File: src/rtl/daq_pkg.sv
// constants, field layouts and carrier types of the arbiter queue
package daq_pkg;
   localparam int          DAQ_DEPTH        = 8;
   localparam int          DAQ_IDW          = 8;
   localparam int          DAQ_NUM_PID      = 16;
   // register offsets (byte addresses); the PID page is matched against address bits [11:6]
   localparam logic [11:0] DAQ_OFF_CTRL     = 12'h000;
   localparam logic [11:0] DAQ_OFF_REFPRD   = 12'h004;
   localparam logic [11:0] DAQ_OFF_REFCFG   = 12'h008;
   localparam logic [11:0] DAQ_OFF_STATUS   = 12'h00C;
   localparam logic [11:0] DAQ_OFF_VALID    = 12'h010;
   localparam logic [5:0]  DAQ_PID_PAGE     = 6'h04;
   // field positions
   localparam int          DAQ_CTRL_PAUSE   = 4;
   localparam int          DAQ_REFCFG_CHIPS = 8;
   localparam int          DAQ_PID_EN       = 0;
   localparam int          DAQ_PID_MIN      = 1;
   localparam int          DAQ_PID_MAX_LSB  = 8;
   localparam int          DAQ_STAT_REFTO   = 8;
   localparam int          DAQ_STAT_PAUSE   = 9;
   localparam int          DAQ_STAT_RCNT    = 16;
   // reset values
   localparam logic [2:0]  DAQ_RST_QMB      = 3'h0;
   localparam logic [15:0] DAQ_RST_PRD      = 16'h0000;
   localparam logic [7:0]  DAQ_RST_MOR      = 8'h04;
   localparam logic [2:0]  DAQ_RST_CHIPS    = 3'h1;
   localparam logic [15:0] DAQ_RST_PID      = 16'h0000;

   typedef struct packed {
      logic       wr;
      logic [7:0] id;
      logic [7:0] bursts;
   } daq_dreq_s;

   typedef struct packed {
      logic       valid;
      logic [7:0] id;
      logic       full_burst;
      logic       last;
      logic       fifo_full;
   } daq_wdat_s;

   typedef struct packed {
      logic       wr;
      logic       refr;
      logic [7:0] id;
      logic [1:0] chip;
   } daq_gnt_s;

   typedef struct packed {
      logic       wr;
      logic [7:0] id;
   } daq_rsp_s;

   typedef struct packed {
      logic       valid;
      logic       wr;
      logic       refr;
      logic [7:0] id;
      logic [1:0] chip;
      logic [7:0] remain;
      logic       wready;
      logic       qen;
      logic [7:0] maxc;
      logic       minf;
      logic [3:0] sel;
      logic       forced;
   } daq_ent_s;

   // four-bit selection window out of the read ID
   function automatic logic [3:0] daq_qos_sel(input logic [7:0] id, input logic [2:0] mb);
      unique case (mb)
         3'h0:    daq_qos_sel = id[3:0];
         3'h1:    daq_qos_sel = id[4:1];
         3'h2:    daq_qos_sel = id[5:2];
         3'h3:    daq_qos_sel = id[6:3];
         default: daq_qos_sel = id[7:4];
      endcase
   endfunction : daq_qos_sel
endpackage : daq_pkg

File: src/rtl/daq_arbiter_queue.sv
// arbiter queue with hazard tracking, read QoS and refresh time-out
module daq_arbiter_queue
   import daq_pkg::*;
#(
   parameter int  NUM_ENTRIES = DAQ_DEPTH,
   localparam int IW          = (NUM_ENTRIES > 1) ? $clog2(NUM_ENTRIES) : 1
)(
   input  wire logic                   clk,
   input  wire logic                   nrst,
   input  wire logic                   hsel,
   input  wire logic [31:0]            haddr,
   input  wire logic [1:0]             htrans,
   input  wire logic                   hwrite,
   input  wire logic [2:0]             hsize,
   input  wire logic [31:0]            hwdata,
   input  wire logic                   hready,
   output logic [31:0]                 hrdata,
   output logic                        hreadyout,
   output logic                        hresp,
   input  wire logic                   dreq_valid,
   input  wire daq_dreq_s              dreq,
   output logic                        dreq_ready,
   input  wire daq_wdat_s              wdat,
   input  wire logic [DAQ_NUM_PID-1:0] qos_override,
   output logic                        gnt_valid,
   output daq_gnt_s                    gnt,
   output logic [IW-1:0]               gnt_idx,
   input  wire logic                   gnt_ready,
   input  wire logic                   done_valid,
   input  wire logic [IW-1:0]          done_idx,
   output logic                        rsp_valid,
   output daq_rsp_s                    rsp
);
   localparam int N  = NUM_ENTRIES;

   // lowest set index of a vector; shared by slot allocation and arbitration
   function automatic logic [IW-1:0] first_idx(input logic [N-1:0] v);
      first_idx = '0;
      for (int i = N - 1; i >= 0; i--) begin
         if (v[i]) begin
            first_idx = IW'(i);
         end
      end
   endfunction : first_idx

   ////////////////////////////////////////////////////////////////////////////
   // register file over AHB-Lite, zero wait state
   logic [2:0]  qmb_ff, nxt_qmb;
   logic        pause_ff, nxt_pause;
   logic [15:0] prd_ff, nxt_prd;
   logic [7:0]  mor_ff, nxt_mor;
   logic [2:0]  chips_ff, nxt_chips;
   logic [15:0] pid_ff [DAQ_NUM_PID];
   logic [15:0] nxt_pid [DAQ_NUM_PID];
   logic        wpend_ff, nxt_wpend;
   logic [11:0] waddr_ff, nxt_waddr;
   logic [31:0] hrdata_ff, nxt_hrdata;
   logic        hready_ff;
   logic        hresp_ff;
   logic        ref_to_ff;
   logic [7:0]  rcnt_ff;
   daq_ent_s    ent_ff [N];
   logic [N-1:0] vmask;
   logic [7:0]  occ;

   // read data is captured in the address phase so the data phase needs no wait
   always_comb begin
      logic access;
      access     = hsel && hready && htrans[1];
      nxt_qmb    = qmb_ff;
      nxt_pause  = pause_ff;
      nxt_prd    = prd_ff;
      nxt_mor    = mor_ff;
      nxt_chips  = chips_ff;
      nxt_pid    = pid_ff;
      nxt_wpend  = 1'b0;
      nxt_waddr  = waddr_ff;
      nxt_hrdata = hrdata_ff;
      if (wpend_ff) begin
         if (waddr_ff == DAQ_OFF_CTRL) begin
            nxt_qmb   = hwdata[2:0];
            nxt_pause = hwdata[DAQ_CTRL_PAUSE];
         end else if (waddr_ff == DAQ_OFF_REFPRD) begin
            nxt_prd = hwdata[15:0];
         end else if (waddr_ff == DAQ_OFF_REFCFG) begin
            nxt_mor   = hwdata[7:0];
            nxt_chips = hwdata[DAQ_REFCFG_CHIPS +: 3];
         end else if (waddr_ff[11:6] == DAQ_PID_PAGE) begin
            nxt_pid[waddr_ff[5:2]] = hwdata[15:0];
         end
      end
      if (access) begin
         nxt_wpend  = hwrite;
         nxt_waddr  = {haddr[11:2], 2'b00};
         nxt_hrdata = 32'h0000_0000;
         if (haddr[11:2] == DAQ_OFF_CTRL[11:2]) begin
            nxt_hrdata[2:0]            = qmb_ff;
            nxt_hrdata[DAQ_CTRL_PAUSE] = pause_ff;
         end else if (haddr[11:2] == DAQ_OFF_REFPRD[11:2]) begin
            nxt_hrdata[15:0] = prd_ff;
         end else if (haddr[11:2] == DAQ_OFF_REFCFG[11:2]) begin
            nxt_hrdata[7:0]                   = mor_ff;
            nxt_hrdata[DAQ_REFCFG_CHIPS +: 3] = chips_ff;
         end else if (haddr[11:2] == DAQ_OFF_STATUS[11:2]) begin
            nxt_hrdata[7:0]               = occ;
            nxt_hrdata[DAQ_STAT_REFTO]    = ref_to_ff;
            nxt_hrdata[DAQ_STAT_PAUSE]    = pause_ff;
            nxt_hrdata[DAQ_STAT_RCNT +: 8] = rcnt_ff;
         end else if (haddr[11:2] == DAQ_OFF_VALID[11:2]) begin
            nxt_hrdata[N-1:0] = vmask;
         end else if (haddr[11:6] == DAQ_PID_PAGE) begin
            nxt_hrdata[15:0] = pid_ff[haddr[5:2]];
         end
      end
   end

   always_ff @(posedge clk or negedge nrst) begin
      if (!nrst) begin
         qmb_ff    <= DAQ_RST_QMB;
         pause_ff  <= 1'b0;
         prd_ff    <= DAQ_RST_PRD;
         mor_ff    <= DAQ_RST_MOR;
         chips_ff  <= DAQ_RST_CHIPS;
         for (int i = 0; i < DAQ_NUM_PID; i++) begin
            pid_ff[i] <= DAQ_RST_PID;
         end
         wpend_ff  <= 1'b0;
         waddr_ff  <= 12'h000;
         hrdata_ff <= 32'h0000_0000;
         hready_ff <= 1'b1;
         hresp_ff  <= 1'b0;
      end else begin
         qmb_ff    <= nxt_qmb;
         pause_ff  <= nxt_pause;
         prd_ff    <= nxt_prd;
         mor_ff    <= nxt_mor;
         chips_ff  <= nxt_chips;
         pid_ff    <= nxt_pid;
         wpend_ff  <= nxt_wpend;
         waddr_ff  <= nxt_waddr;
         hrdata_ff <= nxt_hrdata;
         hready_ff <= 1'b1; // never stretches a transfer
         hresp_ff  <= 1'b0; // always OKAY
      end
   end

   assign hrdata    = hrdata_ff;
   assign hreadyout = hready_ff;
   assign hresp     = hresp_ff;

   ////////////////////////////////////////////////////////////////////////////
   // refresh request source
   logic       rreq_valid;
   logic [1:0] rreq_chip;
   logic       rreq_ack;

   daq_refresh_gen u_refgen (
      .clk       (clk),
      .nrst      (nrst),
      .prd       (prd_ff),
      .chips     (chips_ff),
      .req_valid (rreq_valid),
      .req_chip  (rreq_chip),
      .req_ack   (rreq_ack)
   );

   ////////////////////////////////////////////////////////////////////////////
   // queue state
   daq_ent_s     nxt_ent [N];
   logic [N-1:0] dep_ff [N];
   logic [N-1:0] nxt_dep [N];
   logic         hold_ff, nxt_hold;
   daq_dreq_s    hreq_ff, nxt_hreq;
   logic         dready_ff, nxt_dready;
   logic [7:0]   wid_ff, nxt_wid;
   logic         widv_ff, nxt_widv;
   logic         gv_ff, nxt_gv;
   daq_gnt_s     g_ff, nxt_g;
   logic [IW-1:0] gi_ff, nxt_gi;
   logic         rv_ff, nxt_rv;
   daq_rsp_s     r_ff, nxt_r;
   logic [7:0]   nxt_rcnt;
   logic         nxt_ref_to;

   always_comb begin
      occ = 8'h00;
      for (int i = 0; i < N; i++) begin
         vmask[i] = ent_ff[i].valid;
         occ      = occ + {7'h00, ent_ff[i].valid};
      end
   end

   always_comb begin
      logic [N-1:0] live, tmin, tmax, elig, emin, emax, tany;
      logic [IW-1:0] slot, pick;
      logic         ins, ins_ref, rinc, rdec;
      logic [3:0]   s;
      logic [15:0]  cfg;
      nxt_ent    = ent_ff;
      nxt_dep    = dep_ff;
      nxt_hold   = hold_ff;
      nxt_hreq   = hreq_ff;
      nxt_wid    = wid_ff;
      nxt_widv   = widv_ff;
      nxt_gv     = gv_ff;
      nxt_g      = g_ff;
      nxt_gi     = gi_ff;
      nxt_rv     = 1'b0;
      nxt_r      = r_ff;
      rreq_ack   = 1'b0;
      rinc       = 1'b0;
      rdec       = 1'b0;
      s          = 4'h0;
      cfg        = 16'h0000;
      {live, tmin, tmax, elig, emin, emax, tany, slot, pick, ins, ins_ref} = '0;
      // time-out classes seen this cycle
      for (int i = 0; i < N; i++) begin
         tmin[i] = ent_ff[i].valid && ent_ff[i].minf;
         tmax[i] = ent_ff[i].valid && ((ent_ff[i].qen && ent_ff[i].maxc == 8'h00)
                   || ent_ff[i].forced || (ent_ff[i].refr && ref_to_ff));
         tany[i] = tmin[i] || tmax[i];
         elig[i] = ent_ff[i].valid && (dep_ff[i] == '0) && (ent_ff[i].remain != 8'h00)
                   && (!ent_ff[i].wr || ent_ff[i].wready);
      end
      emin = elig & tmin;
      emax = elig & tmax;
      // removal after the last burst's data has crossed the memory side
      live = vmask;
      if (done_valid && ent_ff[done_idx].valid) begin
         live[done_idx]          = 1'b0;
         nxt_ent[done_idx].valid = 1'b0;
         nxt_rv  = !ent_ff[done_idx].refr;
         nxt_r   = '{wr: ent_ff[done_idx].wr, id: ent_ff[done_idx].id};
         rdec    = ent_ff[done_idx].refr;
         for (int j = 0; j < N; j++) begin
            nxt_dep[j][done_idx] = 1'b0;
         end
      end
      // per-entry ageing, override and dependency forcing
      for (int j = 0; j < N; j++) begin
         if (ent_ff[j].valid && ent_ff[j].qen && ent_ff[j].maxc != 8'h00) begin
            nxt_ent[j].maxc = ent_ff[j].maxc - 8'h01;
         end
         if (ent_ff[j].valid && !ent_ff[j].wr && !ent_ff[j].refr && qos_override[ent_ff[j].sel]) begin
            nxt_ent[j].minf = 1'b1;
         end
         for (int i = 0; i < N; i++) begin
            if (tany[i] && dep_ff[i][j] && ent_ff[j].valid) begin
               nxt_ent[j].forced = 1'b1;
            end
         end
      end
      // write release: full burst, last beat, full fifo, or data of another id
      if (wdat.valid) begin
         nxt_wid  = wdat.id;
         nxt_widv = 1'b1;
         for (int j = 0; j < N; j++) begin
            if (ent_ff[j].valid && ent_ff[j].wr && dep_ff[j] == '0) begin
               if ((ent_ff[j].id == wdat.id && (wdat.full_burst || wdat.last || wdat.fifo_full))
                   || (widv_ff && wdat.id != wid_ff && ent_ff[j].id == wid_ff)) begin
                  nxt_ent[j].wready = 1'b1;
               end
            end
         end
      end
      // arbitration: min time-outs, then max time-outs, then the rest
      if (!gv_ff || gnt_ready) begin
         nxt_gv = 1'b0;
         if (!pause_ff && elig != '0) begin
            if (emin != '0) begin
               pick = first_idx(emin);
            end else if (emax != '0) begin
               pick = first_idx(emax);
            end else begin
               pick = first_idx(elig);
            end
            nxt_gv = 1'b1;
            nxt_gi = pick;
            nxt_g  = '{wr: ent_ff[pick].wr, refr: ent_ff[pick].refr,
                       id: ent_ff[pick].id, chip: ent_ff[pick].chip};
            nxt_ent[pick].remain = ent_ff[pick].remain - 8'h01;
         end
      end
      // insertion: management wins, data waits in its hold stage
      slot    = first_idx(~vmask);
      ins     = (vmask != '1);
      ins_ref = ins && rreq_valid;
      if (ins_ref) begin
         rreq_ack      = 1'b1;
         rinc          = 1'b1;
         nxt_ent[slot] = '{valid: 1'b1, wr: 1'b0, refr: 1'b1, id: 8'h00, chip: rreq_chip,
                           remain: 8'h01, wready: 1'b0, qen: 1'b0, maxc: 8'h00,
                           minf: 1'b0, sel: 4'h0, forced: 1'b0};
         nxt_dep[slot] = '0;
      end else if (ins && hold_ff) begin
         nxt_hold = 1'b0;
         if (!hreq_ff.wr) begin
            s   = daq_qos_sel(hreq_ff.id, qmb_ff);
            cfg = pid_ff[s];
         end
         nxt_ent[slot] = '{valid: 1'b1, wr: hreq_ff.wr, refr: 1'b0, id: hreq_ff.id, chip: 2'h0,
                           remain: hreq_ff.bursts, wready: 1'b0,
                           qen: cfg[DAQ_PID_EN],
                           maxc: cfg[DAQ_PID_MAX_LSB +: 8],
                           minf: cfg[DAQ_PID_MIN] || (!hreq_ff.wr && qos_override[s]),
                           sel: s, forced: 1'b0};
         for (int j = 0; j < N; j++) begin
            nxt_dep[slot][j] = live[j] && !ent_ff[j].refr && ent_ff[j].wr == hreq_ff.wr
                               && ent_ff[j].id == hreq_ff.id;
         end
      end
      if (dready_ff && dreq_valid) begin
         nxt_hold = 1'b1;
         nxt_hreq = dreq;
      end
      nxt_dready = !nxt_hold;
      // refresh occupancy and its sticky time-out
      nxt_rcnt = rcnt_ff + {7'h00, rinc} - {7'h00, rdec};
      if (nxt_rcnt != 8'h00 && nxt_rcnt >= mor_ff) begin
         nxt_ref_to = 1'b1;
      end else if (nxt_rcnt == 8'h00) begin
         nxt_ref_to = 1'b0;
      end else begin
         nxt_ref_to = ref_to_ff;
      end
   end

   // entries only leave through the done port, so pause keeps them queued
   always_ff @(posedge clk or negedge nrst) begin
      if (!nrst) begin
         for (int i = 0; i < N; i++) begin
            ent_ff[i] <= '0;
            dep_ff[i] <= '0;
         end
         hold_ff   <= 1'b0;
         hreq_ff   <= '0;
         dready_ff <= 1'b0;
         wid_ff    <= 8'h00;
         widv_ff   <= 1'b0;
         gv_ff     <= 1'b0;
         g_ff      <= '0;
         gi_ff     <= '0;
         rv_ff     <= 1'b0;
         r_ff      <= '0;
         rcnt_ff   <= 8'h00;
         ref_to_ff <= 1'b0;
      end else begin
         ent_ff    <= nxt_ent;
         dep_ff    <= nxt_dep;
         hold_ff   <= nxt_hold;
         hreq_ff   <= nxt_hreq;
         dready_ff <= nxt_dready;
         wid_ff    <= nxt_wid;
         widv_ff   <= nxt_widv;
         gv_ff     <= nxt_gv;
         g_ff      <= nxt_g;
         gi_ff     <= nxt_gi;
         rv_ff     <= nxt_rv;
         r_ff      <= nxt_r;
         rcnt_ff   <= nxt_rcnt;
         ref_to_ff <= nxt_ref_to;
      end
   end

   assign dreq_ready = dready_ff;
   assign gnt_valid  = gv_ff;
   assign gnt        = g_ff;
   assign gnt_idx    = gi_ff;
   assign rsp_valid  = rv_ff;
   assign rsp        = r_ff;
endmodule : daq_arbiter_queue

File: src/rtl/daq_refresh_gen.sv
// refresh period counter issuing one refresh request per active chip
module daq_refresh_gen
   import daq_pkg::*;
(
   input  wire logic        clk,
   input  wire logic        nrst,
   input  wire logic [15:0] prd,
   input  wire logic [2:0]  chips,
   output logic             req_valid,
   output logic [1:0]       req_chip,
   input  wire logic        req_ack
);
   logic [15:0] cnt_ff, nxt_cnt;
   logic [2:0]  pend_ff, nxt_pend;
   logic [1:0]  chip_ff, nxt_chip;

   assign req_valid = (pend_ff != 3'h0);
   assign req_chip  = chip_ff;

   // a zero period stops refresh; a wrap restarts the chip walk from chip 0
   always_comb begin
      nxt_cnt  = cnt_ff;
      nxt_pend = pend_ff;
      nxt_chip = chip_ff;
      if (req_valid && req_ack) begin
         nxt_pend = pend_ff - 3'h1;
         nxt_chip = chip_ff + 2'h1;
      end
      if (prd != 16'h0000) begin
         if (cnt_ff == 16'h0000) begin
            nxt_cnt  = prd;
            nxt_pend = chips;
            nxt_chip = 2'h0;
         end else begin
            nxt_cnt = cnt_ff - 16'h0001;
         end
      end
   end

   always_ff @(posedge clk or negedge nrst) begin
      if (!nrst) begin
         cnt_ff  <= 16'h0000;
         pend_ff <= 3'h0;
         chip_ff <= 2'h0;
      end else begin
         cnt_ff  <= nxt_cnt;
         pend_ff <= nxt_pend;
         chip_ff <= nxt_chip;
      end
   end
endmodule : daq_refresh_gen

File: config.mk
export PLATFORM = sky130hd
export DESIGN_NAME = daq_arbiter_queue
export DESIGN_NICKNAME = d
export VERILOG_FILES = /design/src/rtl/daq_pkg.sv /design/src/rtl/daq_arbiter_queue.sv /design/src/rtl/daq_refresh_gen.sv
export SDC_FILE = /design/constraint.sdc
export NUM_CORES = 2
export LEC_CHECK = 0
export BUFFER_PORTS_ARGS = -buffer_cell sky130_fd_sc_hd__buf_2
export CAP_MARGIN = 30
export CORE_AREA = 4 4 355 357
export DETAILED_ROUTE_END_ITERATION = 10
export DIE_AREA = 0 0 359 361
export PLACE_DENSITY = 0.56
export SLEW_MARGIN = 20
export SYNTH_ARGS = -nofsm -noshare
export SYNTH_HDL_FRONTEND = slang
export SYNTH_SLANG_ARGS = --single-unit
File: constraint.sdc
create_clock -name clk -period 7.43 [get_ports clk]
set_clock_uncertainty 0.15 [all_clocks]
set_input_delay 0.743 -clock clk [delete_from_list [all_inputs] [get_ports clk]]
set_output_delay 0.743 -clock clk [all_outputs]
set_load 0.02 [all_outputs]
## After elaboration in Yosys (flattened, before gate mapping)

Index checks and enable logic that the tools add are counted.

- Register bits: 766

- Add/subtract/negate cells: 21
- Magnitude comparators: 22
- Equal/unequal tests: 45
- Mux-type cells: 267
- Bitwise logic cells: 24
- Reduce and logical (&&, ||, !) cells: 410

Operators by type and width:

| operator | number |
|---|---|
| 296-bit 2-to-1 mux | 5 |
| 296-bit bitwise mux | 4 |
| 64-bit bitwise mux | 8 |
| 37-bit demux with 3-bit select | 3 |
| 1-bit logical AND | 296 |
| 256-bit bitwise mux | 1 |
| 37-bit binary-select mux with 3-bit select | 2 |
| 8-bit demux with 3-bit select | 9 |
| 8-bit equality test | 24 |
| 16-bit 2-to-1 mux | 12 |
| 64-bit 2-to-1 mux | 3 |
| 8-bit 2-to-1 mux | 20 |
| 8-bit nonzero test | 20 |
| 37-bit 2-to-1 mux | 4 |
| 8-bit zero test | 17 |
| 16-bit binary-select mux with 4-bit select | 2 |
| 3-bit 2-to-1 mux | 41 |
| 1-bit 2-to-1 mux | 119 |
| 8-bit AND | 11 |
| 36-bit 2-to-1 mux | 2 |
| 8-bit by 1-bit subtractor with 8-bit output (second input constant) | 9 |
| 64-bit AND | 1 |
| 16-bit demux with 4-bit select | 1 |
| 64-bit NOT | 1 |
| 59 further kinds | 174 |

## Longest topological paths before layout

- Depth after elaboration: 29
- Depth in mapped cells: 24
- Mapped depth without buffers: 21

## Modules after synthesis

From an unflattened synthesis, not the netlist that was laid out.

- Cell total of the unflattened synthesis: 3,977
- Area, all modules: 43,093.8 µm²

Modules (own cells, without submodules):

| module | times used | cells each | area an instance (µm²) | seq. area each (µm²) |
|---|---|---|---|---|
| daq_arbiter_queue | 1 | 3,818 | 41,788.8 | 18,645.4 |
| daq_refresh_gen | 1 | 159 | 1,305.0 | 525.5 |

## Least setup slack after synthesis

No wires, ideal clock.

- Path type: input port to flip-flop
- From: in done_idx[0]
- To: reg ref_to_ff
- Setup time: 0.130 ns
- Arrival: 4.656 ns
- Data required time: 7.150 ns
- Slack: 2.494 ns
- Stages: 23
- Path buffers: 3
- Cell sequence: clkbuf_1 -> mux2i_1 -> nor2_1 -> a31oi_1 -> a21oi_1 -> o21ai_0 -> clkbuf_1 -> clkbuf_1 -> nor2_1 -> ha_1 -> inv_1 -> ha_1 -> fa_1 -> a21oi_1 -> nor2_1 -> nor2_1 -> o21bai_1 -> a21oi_1 -> xnor2_1 -> ha_1 -> nor2b_1 -> o21ai_0 -> a21oi_1

- Cells in the longest elaborated chain, start to end: 10

RTL lines:

| element | RTL line | text |
|---|---|---|
| start: declaration | daq_arbiter_queue.sv:30 | `input wire logic [IW-1:0] done_idx,` |
| 3-bit NOT with 4-bit output (not written as such) (*) | daq_arbiter_queue.sv:229, daq_arbiter_queue.sv:234 |  |
| 37-bit binary-select mux with 3-bit select (*) | daq_arbiter_queue.sv:229, daq_arbiter_queue.sv:234 |  |
| 37-bit 2-to-1 mux (not written as such) (*) (2 in a row) | daq_arbiter_queue.sv:234 | `rdec = ent_ff[done_idx].refr;` |
| 1-bit logical AND | daq_arbiter_queue.sv:229 | `if (done_valid && ent_ff[done_idx].valid) begin` |
| 1-bit 2-to-1 mux (*) | daq_arbiter_queue.sv:229 |  |
| 8-bit by 1-bit subtractor with 8-bit output (*) | daq_arbiter_queue.sv:318 | `nxt_rcnt = rcnt_ff + {7'h00, rinc} - {7'h00, rdec};` |
| via nxt_rcnt[6] | daq_arbiter_queue.sv:182 | `logic [7:0] nxt_rcnt;` |
| 8-bit >= comparator or 8-bit nonzero test (tied branches) | daq_arbiter_queue.sv:319 | `if (nxt_rcnt != 8'h00 && nxt_rcnt >= mor_ff) begin` |
| 1-bit logical AND | daq_arbiter_queue.sv:319 |  |
| 1-bit 2-to-1 mux or 2-bit nonzero test (tied branches) | n/a |  |
| end signal: assignment | daq_arbiter_queue.sv:361 | `ref_to_ff <= nxt_ref_to;` |
| end: declaration | daq_arbiter_queue.sv:60 | `logic ref_to_ff;` |

Mark *: on every way through the listed nets, which the timed path passes. The rest lies on a longest branch. The select of a mux whose other input is x is not followed.
A chain may end at the register's enable or synchronous reset.

==> key figures <==
Floorplanning
  • Full die area: 129600 um^2
  • Row cnt: 129
  • Starting Density: 0.3471
  • Die width: 359 um
  • IO Pins: 186
  • Core ar.: 123000 um^2
  • Die height: 361 um

Timing
  • Period Utilization, post-route: 0.7999
  • Final setup fails: 0
  • Fin Setup TNS: 0 ns
  • Final Critical Period: 5.944 ns
  • Worst slew pin tran: 1.050 ns
  • Fmax: 168.2 MHz
  • Slew headroom: 0.2985
  • RSZ-0062 raised after global routing: false
  • Final Max Slew Viols: 0
  • Fin. Hold Viols: 0

Worst setup path
  • Worst Reg-to-Reg Cells: 12
  • Critical-path maximum fanout: 21
  • CP endpoint kind: register
  • Crit path from: ent_ff[221]$_DFF_PN0_
  • CP required: 7.85 ns
  • Kind of critical path: register to register
  • FF-to-FF setup slack: 1.49 ns
  • Reg-to-reg endpoint: ent_ff[132]$_DFF_PN0_
  • CP startpoint kind: register
  • Worst r2r src: ent_ff[221]$_DFF_PN0_
  • Crit path arrival time: 6.36 ns
  • Worst setup endpoint: ent_ff[132]$_DFF_PN0_

Drt
  • DR vias: 34161
  • DRC Markers: 0
  • Detail-routed via count per cell: 6.007
  • Routed WL per cell: 27.69 um
  • Routed wire length: 157500 um
  • ANT nets after route: 0
  • Starting DRC count in detailed routing: 4058
  • Router iterations before antenna repair: 8

Logic synthesis
  • Synth Flop Type: dfrtp_1
  • Cell count after synthesis: 3952
  • EDFF count, synth: 0
  • Seq/Total Area, Yosys: 0.4490
  • #FFs+latches synth: 766
  • Netlist cell types: 98
  • Syn Std Cell Area: 42690 um^2
  • Asr flop ratio synth: 1.000
  • Synth warn: 0
  • Syn avg cell area: 10.80 um^2

Global routing
  • Largest net degree at the start of global routing: 164
  • Antenna violations before repair: 26
  • Total grt overflow: 0
  • Global-route wire length before repair: 233300 um
  • Total GRT Usage: 0.2371
  • Number of global-route vias before repair: 33544

CTS
  • Clock-pin slew on the worst setup and hold paths: 0.07 ns
  • H-tree Lvls: 3
  • Post-CTS Setup Bufs: 0
  • CTS buffer count: 89
  • Clock Root Buffer: clkbuf_16
  • CTS tree: yes
  • Worst skew pair latency: 0.69 ns
  • Clock buffer depth: 3
  • CTS Sinks: 766

Placed design
  • IO Port Bufs: 133
  • DP Wirelength: 108100 um
  • Routability Congestion: 0.9784

Flow run
  • Max-cap viol count: 0

Pwr
  • Leak Pwr: 21.09 nW
  • Max VDD drop: 335.9 uV
  • PD cells: 445.5 nW/um^2

Cells and area
  • Post-layout util: 0.3927
  • Register area: 19170 um^2
  • Footprint of the multi-input gates: 22140 um^2
  • Nets: 4140
  • Synthesis-to-layout area growth: 13.14%
  • Fill count: 11986
  • Share of cells above drive strength 1: 0.2418

Outcome
  • Status: finished, final reports clean

Worst hold path
  • Min-delay worst type: input pin to register
==> final cells by class <==
type                    count  share of cell area
repair buffers            240             0.03337
inverters                  77            0.005984
clock buffers             130             0.05406
well taps                1637             0.04241
flip-flops and latches    766              0.3969
diodes                      9           0.0004663
multi-input cells        2794              0.4583
clock inverters            34            0.008497
==> worst min-delay path by stage <==
stage / start / end / slack (ns) / depth (start not counted)
2_1_floorplan: widv_ff$_DFFE_PN0P_ / widv_ff$_DFFE_PN0P_ / 0.28 / 1
3_3_place_gp: widv_ff$_DFFE_PN0P_ / widv_ff$_DFFE_PN0P_ / 0.30 / 1
3_5_place_dp: widv_ff$_DFFE_PN0P_ / widv_ff$_DFFE_PN0P_ / 0.30 / 1
4_1_cts: haddr[9] / waddr_ff[9]$_DFFE_PN0P_ / 0.09 / 3
5_1_grt: haddr[6] / waddr_ff[6]$_DFFE_PN0P_ / 0.13 / 3
6_report: haddr[6] / waddr_ff[6]$_DFFE_PN0P_ / 0.13 / 3
==> critical path: stages (launching register included) <==
cell,delay [ns]
dfrtp_1,1.02
nand4_1,0.61
nor3_1,0.62
o31a_1,0.26
o22ai_2,0.14
a21oi_4,0.73
mux2i_1,0.36
a22oi_1,0.22
a211oi_2,0.34
nand4b_1,0.16
xor2_1,0.70
mux2i_1,0.16
a221oi_1,0.32
==> cell families (layout without fill, tap and decap cells) <==
group	Yosys count	count (layout)	synth area share
compound gates	822	822	0.1298
xor+xnor	280	280	0.05797
fa+ha+maj	47	47	0.01465
buf+inv	400	481	0.03795
flops	766	766	0.4490
mux	588	588	0.1960
other cells	2	19	0.0001759
simple gates	1047	1047	0.1144
==> registers in the layout (all words and copies together), names as in the netlist, 2 cells and up <==
signal	flops
prd_ff	16
waddr_ff	10
u_refgen.pend_ff	3
pid_ff	256
u_refgen.req_chip	2
ent_ff	296
dep_ff	64
chips_ff	3
u_refgen.cnt_ff	16
wid_ff	8
gnt	12
hrdata	24
rsp	9
mor_ff	8
hreq_ff	17
rcnt_ff	8
gnt_idx	3
qmb_ff	3
==> placed cells by master, fill, tap and decap left out, types with 29 or more instances in the layout <==
cell	synthesis	final
dfrtp_1	764	764
a31oi_1	38	38
a221oi_1	36	36
clkbuf_16	0	89
nand3_1	68	66
nor2_1	253	236
o22ai_1	85	85
and2_1	29	29
nand2_1	402	402
nor3_1	70	60
buf_2	11	132
a22oi_1	74	74
mux2i_1	80	80
a22o_1	66	66
mux2_2	343	343
a211oi_1	32	32
a21o_1	34	34
a21oi_1	116	111
xnor2_1	128	128
nand4_1	35	35
inv_1	76	76
nor4_1	75	75
mux4_2	164	164
xor2_1	149	149
o21ai_0	203	201
ha_1	42	42
buf_4	17	92
==> cell usage after synthesis, types with 7 or more instances <==
| cell type | instances | share of area |
|---|---|---|
| nor3_1 | 70 | 0.0082 |
| and2_1 | 29 | 0.0042 |
| a22o_1 | 66 | 0.014 |
| buf_1 | 39 | 0.0034 |
| a21o_1 | 34 | 0.0060 |
| nand4_1 | 35 | 0.0051 |
| o22ai_1 | 85 | 0.012 |
| nor2b_1 | 13 | 0.0019 |
| o31ai_1 | 8 | 0.0014 |
| a22oi_1 | 74 | 0.013 |
| nor2_1 | 253 | 0.022 |
| a31oi_1 | 38 | 0.0056 |
| or3_1 | 14 | 0.0021 |
| dfrtp_1 | 764 | 0.45 |
| xnor2_1 | 128 | 0.026 |
| and3_1 | 7 | 0.0010 |
| clkbuf_1 | 238 | 0.021 |
| nor4b_1 | 7 | 0.0014 |
| clkbuf_2 | 15 | 0.0018 |
| a221oi_1 | 36 | 0.0074 |
| o21ai_1 | 8 | 0.00094 |
| mux2_2 | 343 | 0.090 |
| inv_1 | 76 | 0.0067 |
| ha_1 | 42 | 0.012 |
| o21ai_0 | 203 | 0.024 |
| nor3b_1 | 10 | 0.0018 |
| xor2_1 | 149 | 0.031 |
| a32oi_1 | 12 | 0.0025 |
| nand2_1 | 402 | 0.035 |
| nand2b_1 | 14 | 0.0021 |
| a311oi_1 | 10 | 0.0021 |
| mux2i_1 | 80 | 0.019 |
| a21oi_1 | 116 | 0.014 |
| a211oi_1 | 32 | 0.0056 |
| mux4_2 | 164 | 0.087 |
| nor4_1 | 75 | 0.011 |
| a222oi_1 | 15 | 0.0035 |
| buf_4 | 17 | 0.0030 |
| nand3_1 | 68 | 0.0080 |
| o211ai_1 | 17 | 0.0030 |
| or2_2 | 9 | 0.0013 |
| buf_2 | 11 | 0.0013 |
==> metal layers <==
layer / wire [um] / global-route usage / up-vias
met2: 69360 / 0.3608 / 1828
met1: 65900 / 0.3282 / 17394
li1: - / - / 14534
met3: 15490 / 0.05722 / 383
met4: 6499 / 0.08918 / 22
met5: 220 / 0.003994 / -
==> power breakdown <==
group	internal [mW]	leakage, nW	switching (mW)
Sequential	5.05	10.2	1.33
Combinational	3.47	9.41	7.11
Clock	2.63	1.49	1.92
==> per-stage QoR <==
step                instance area, um^2  instances  power [mW]  hold WS, ns  setup WS (ns)
floorplan                         42720       3960       12.73       0.2826          2.494
global placement                  45040       5498       16.53       0.2984          1.388
detailed placement                45150       5505       16.65       0.2983          1.722
CTS                               48180       5670       21.25      0.09140          1.699
global route                      48280       5680       22.53       0.1260          1.329
finish                            48300       5687       21.52       0.1284          1.486
==> timing repair <==
action,in CTS,in global routing
hold buffers,1,0
hold endpoints to repair,76,0
gates resized for setup,0,0
Power figures use the tool's default switching activity.
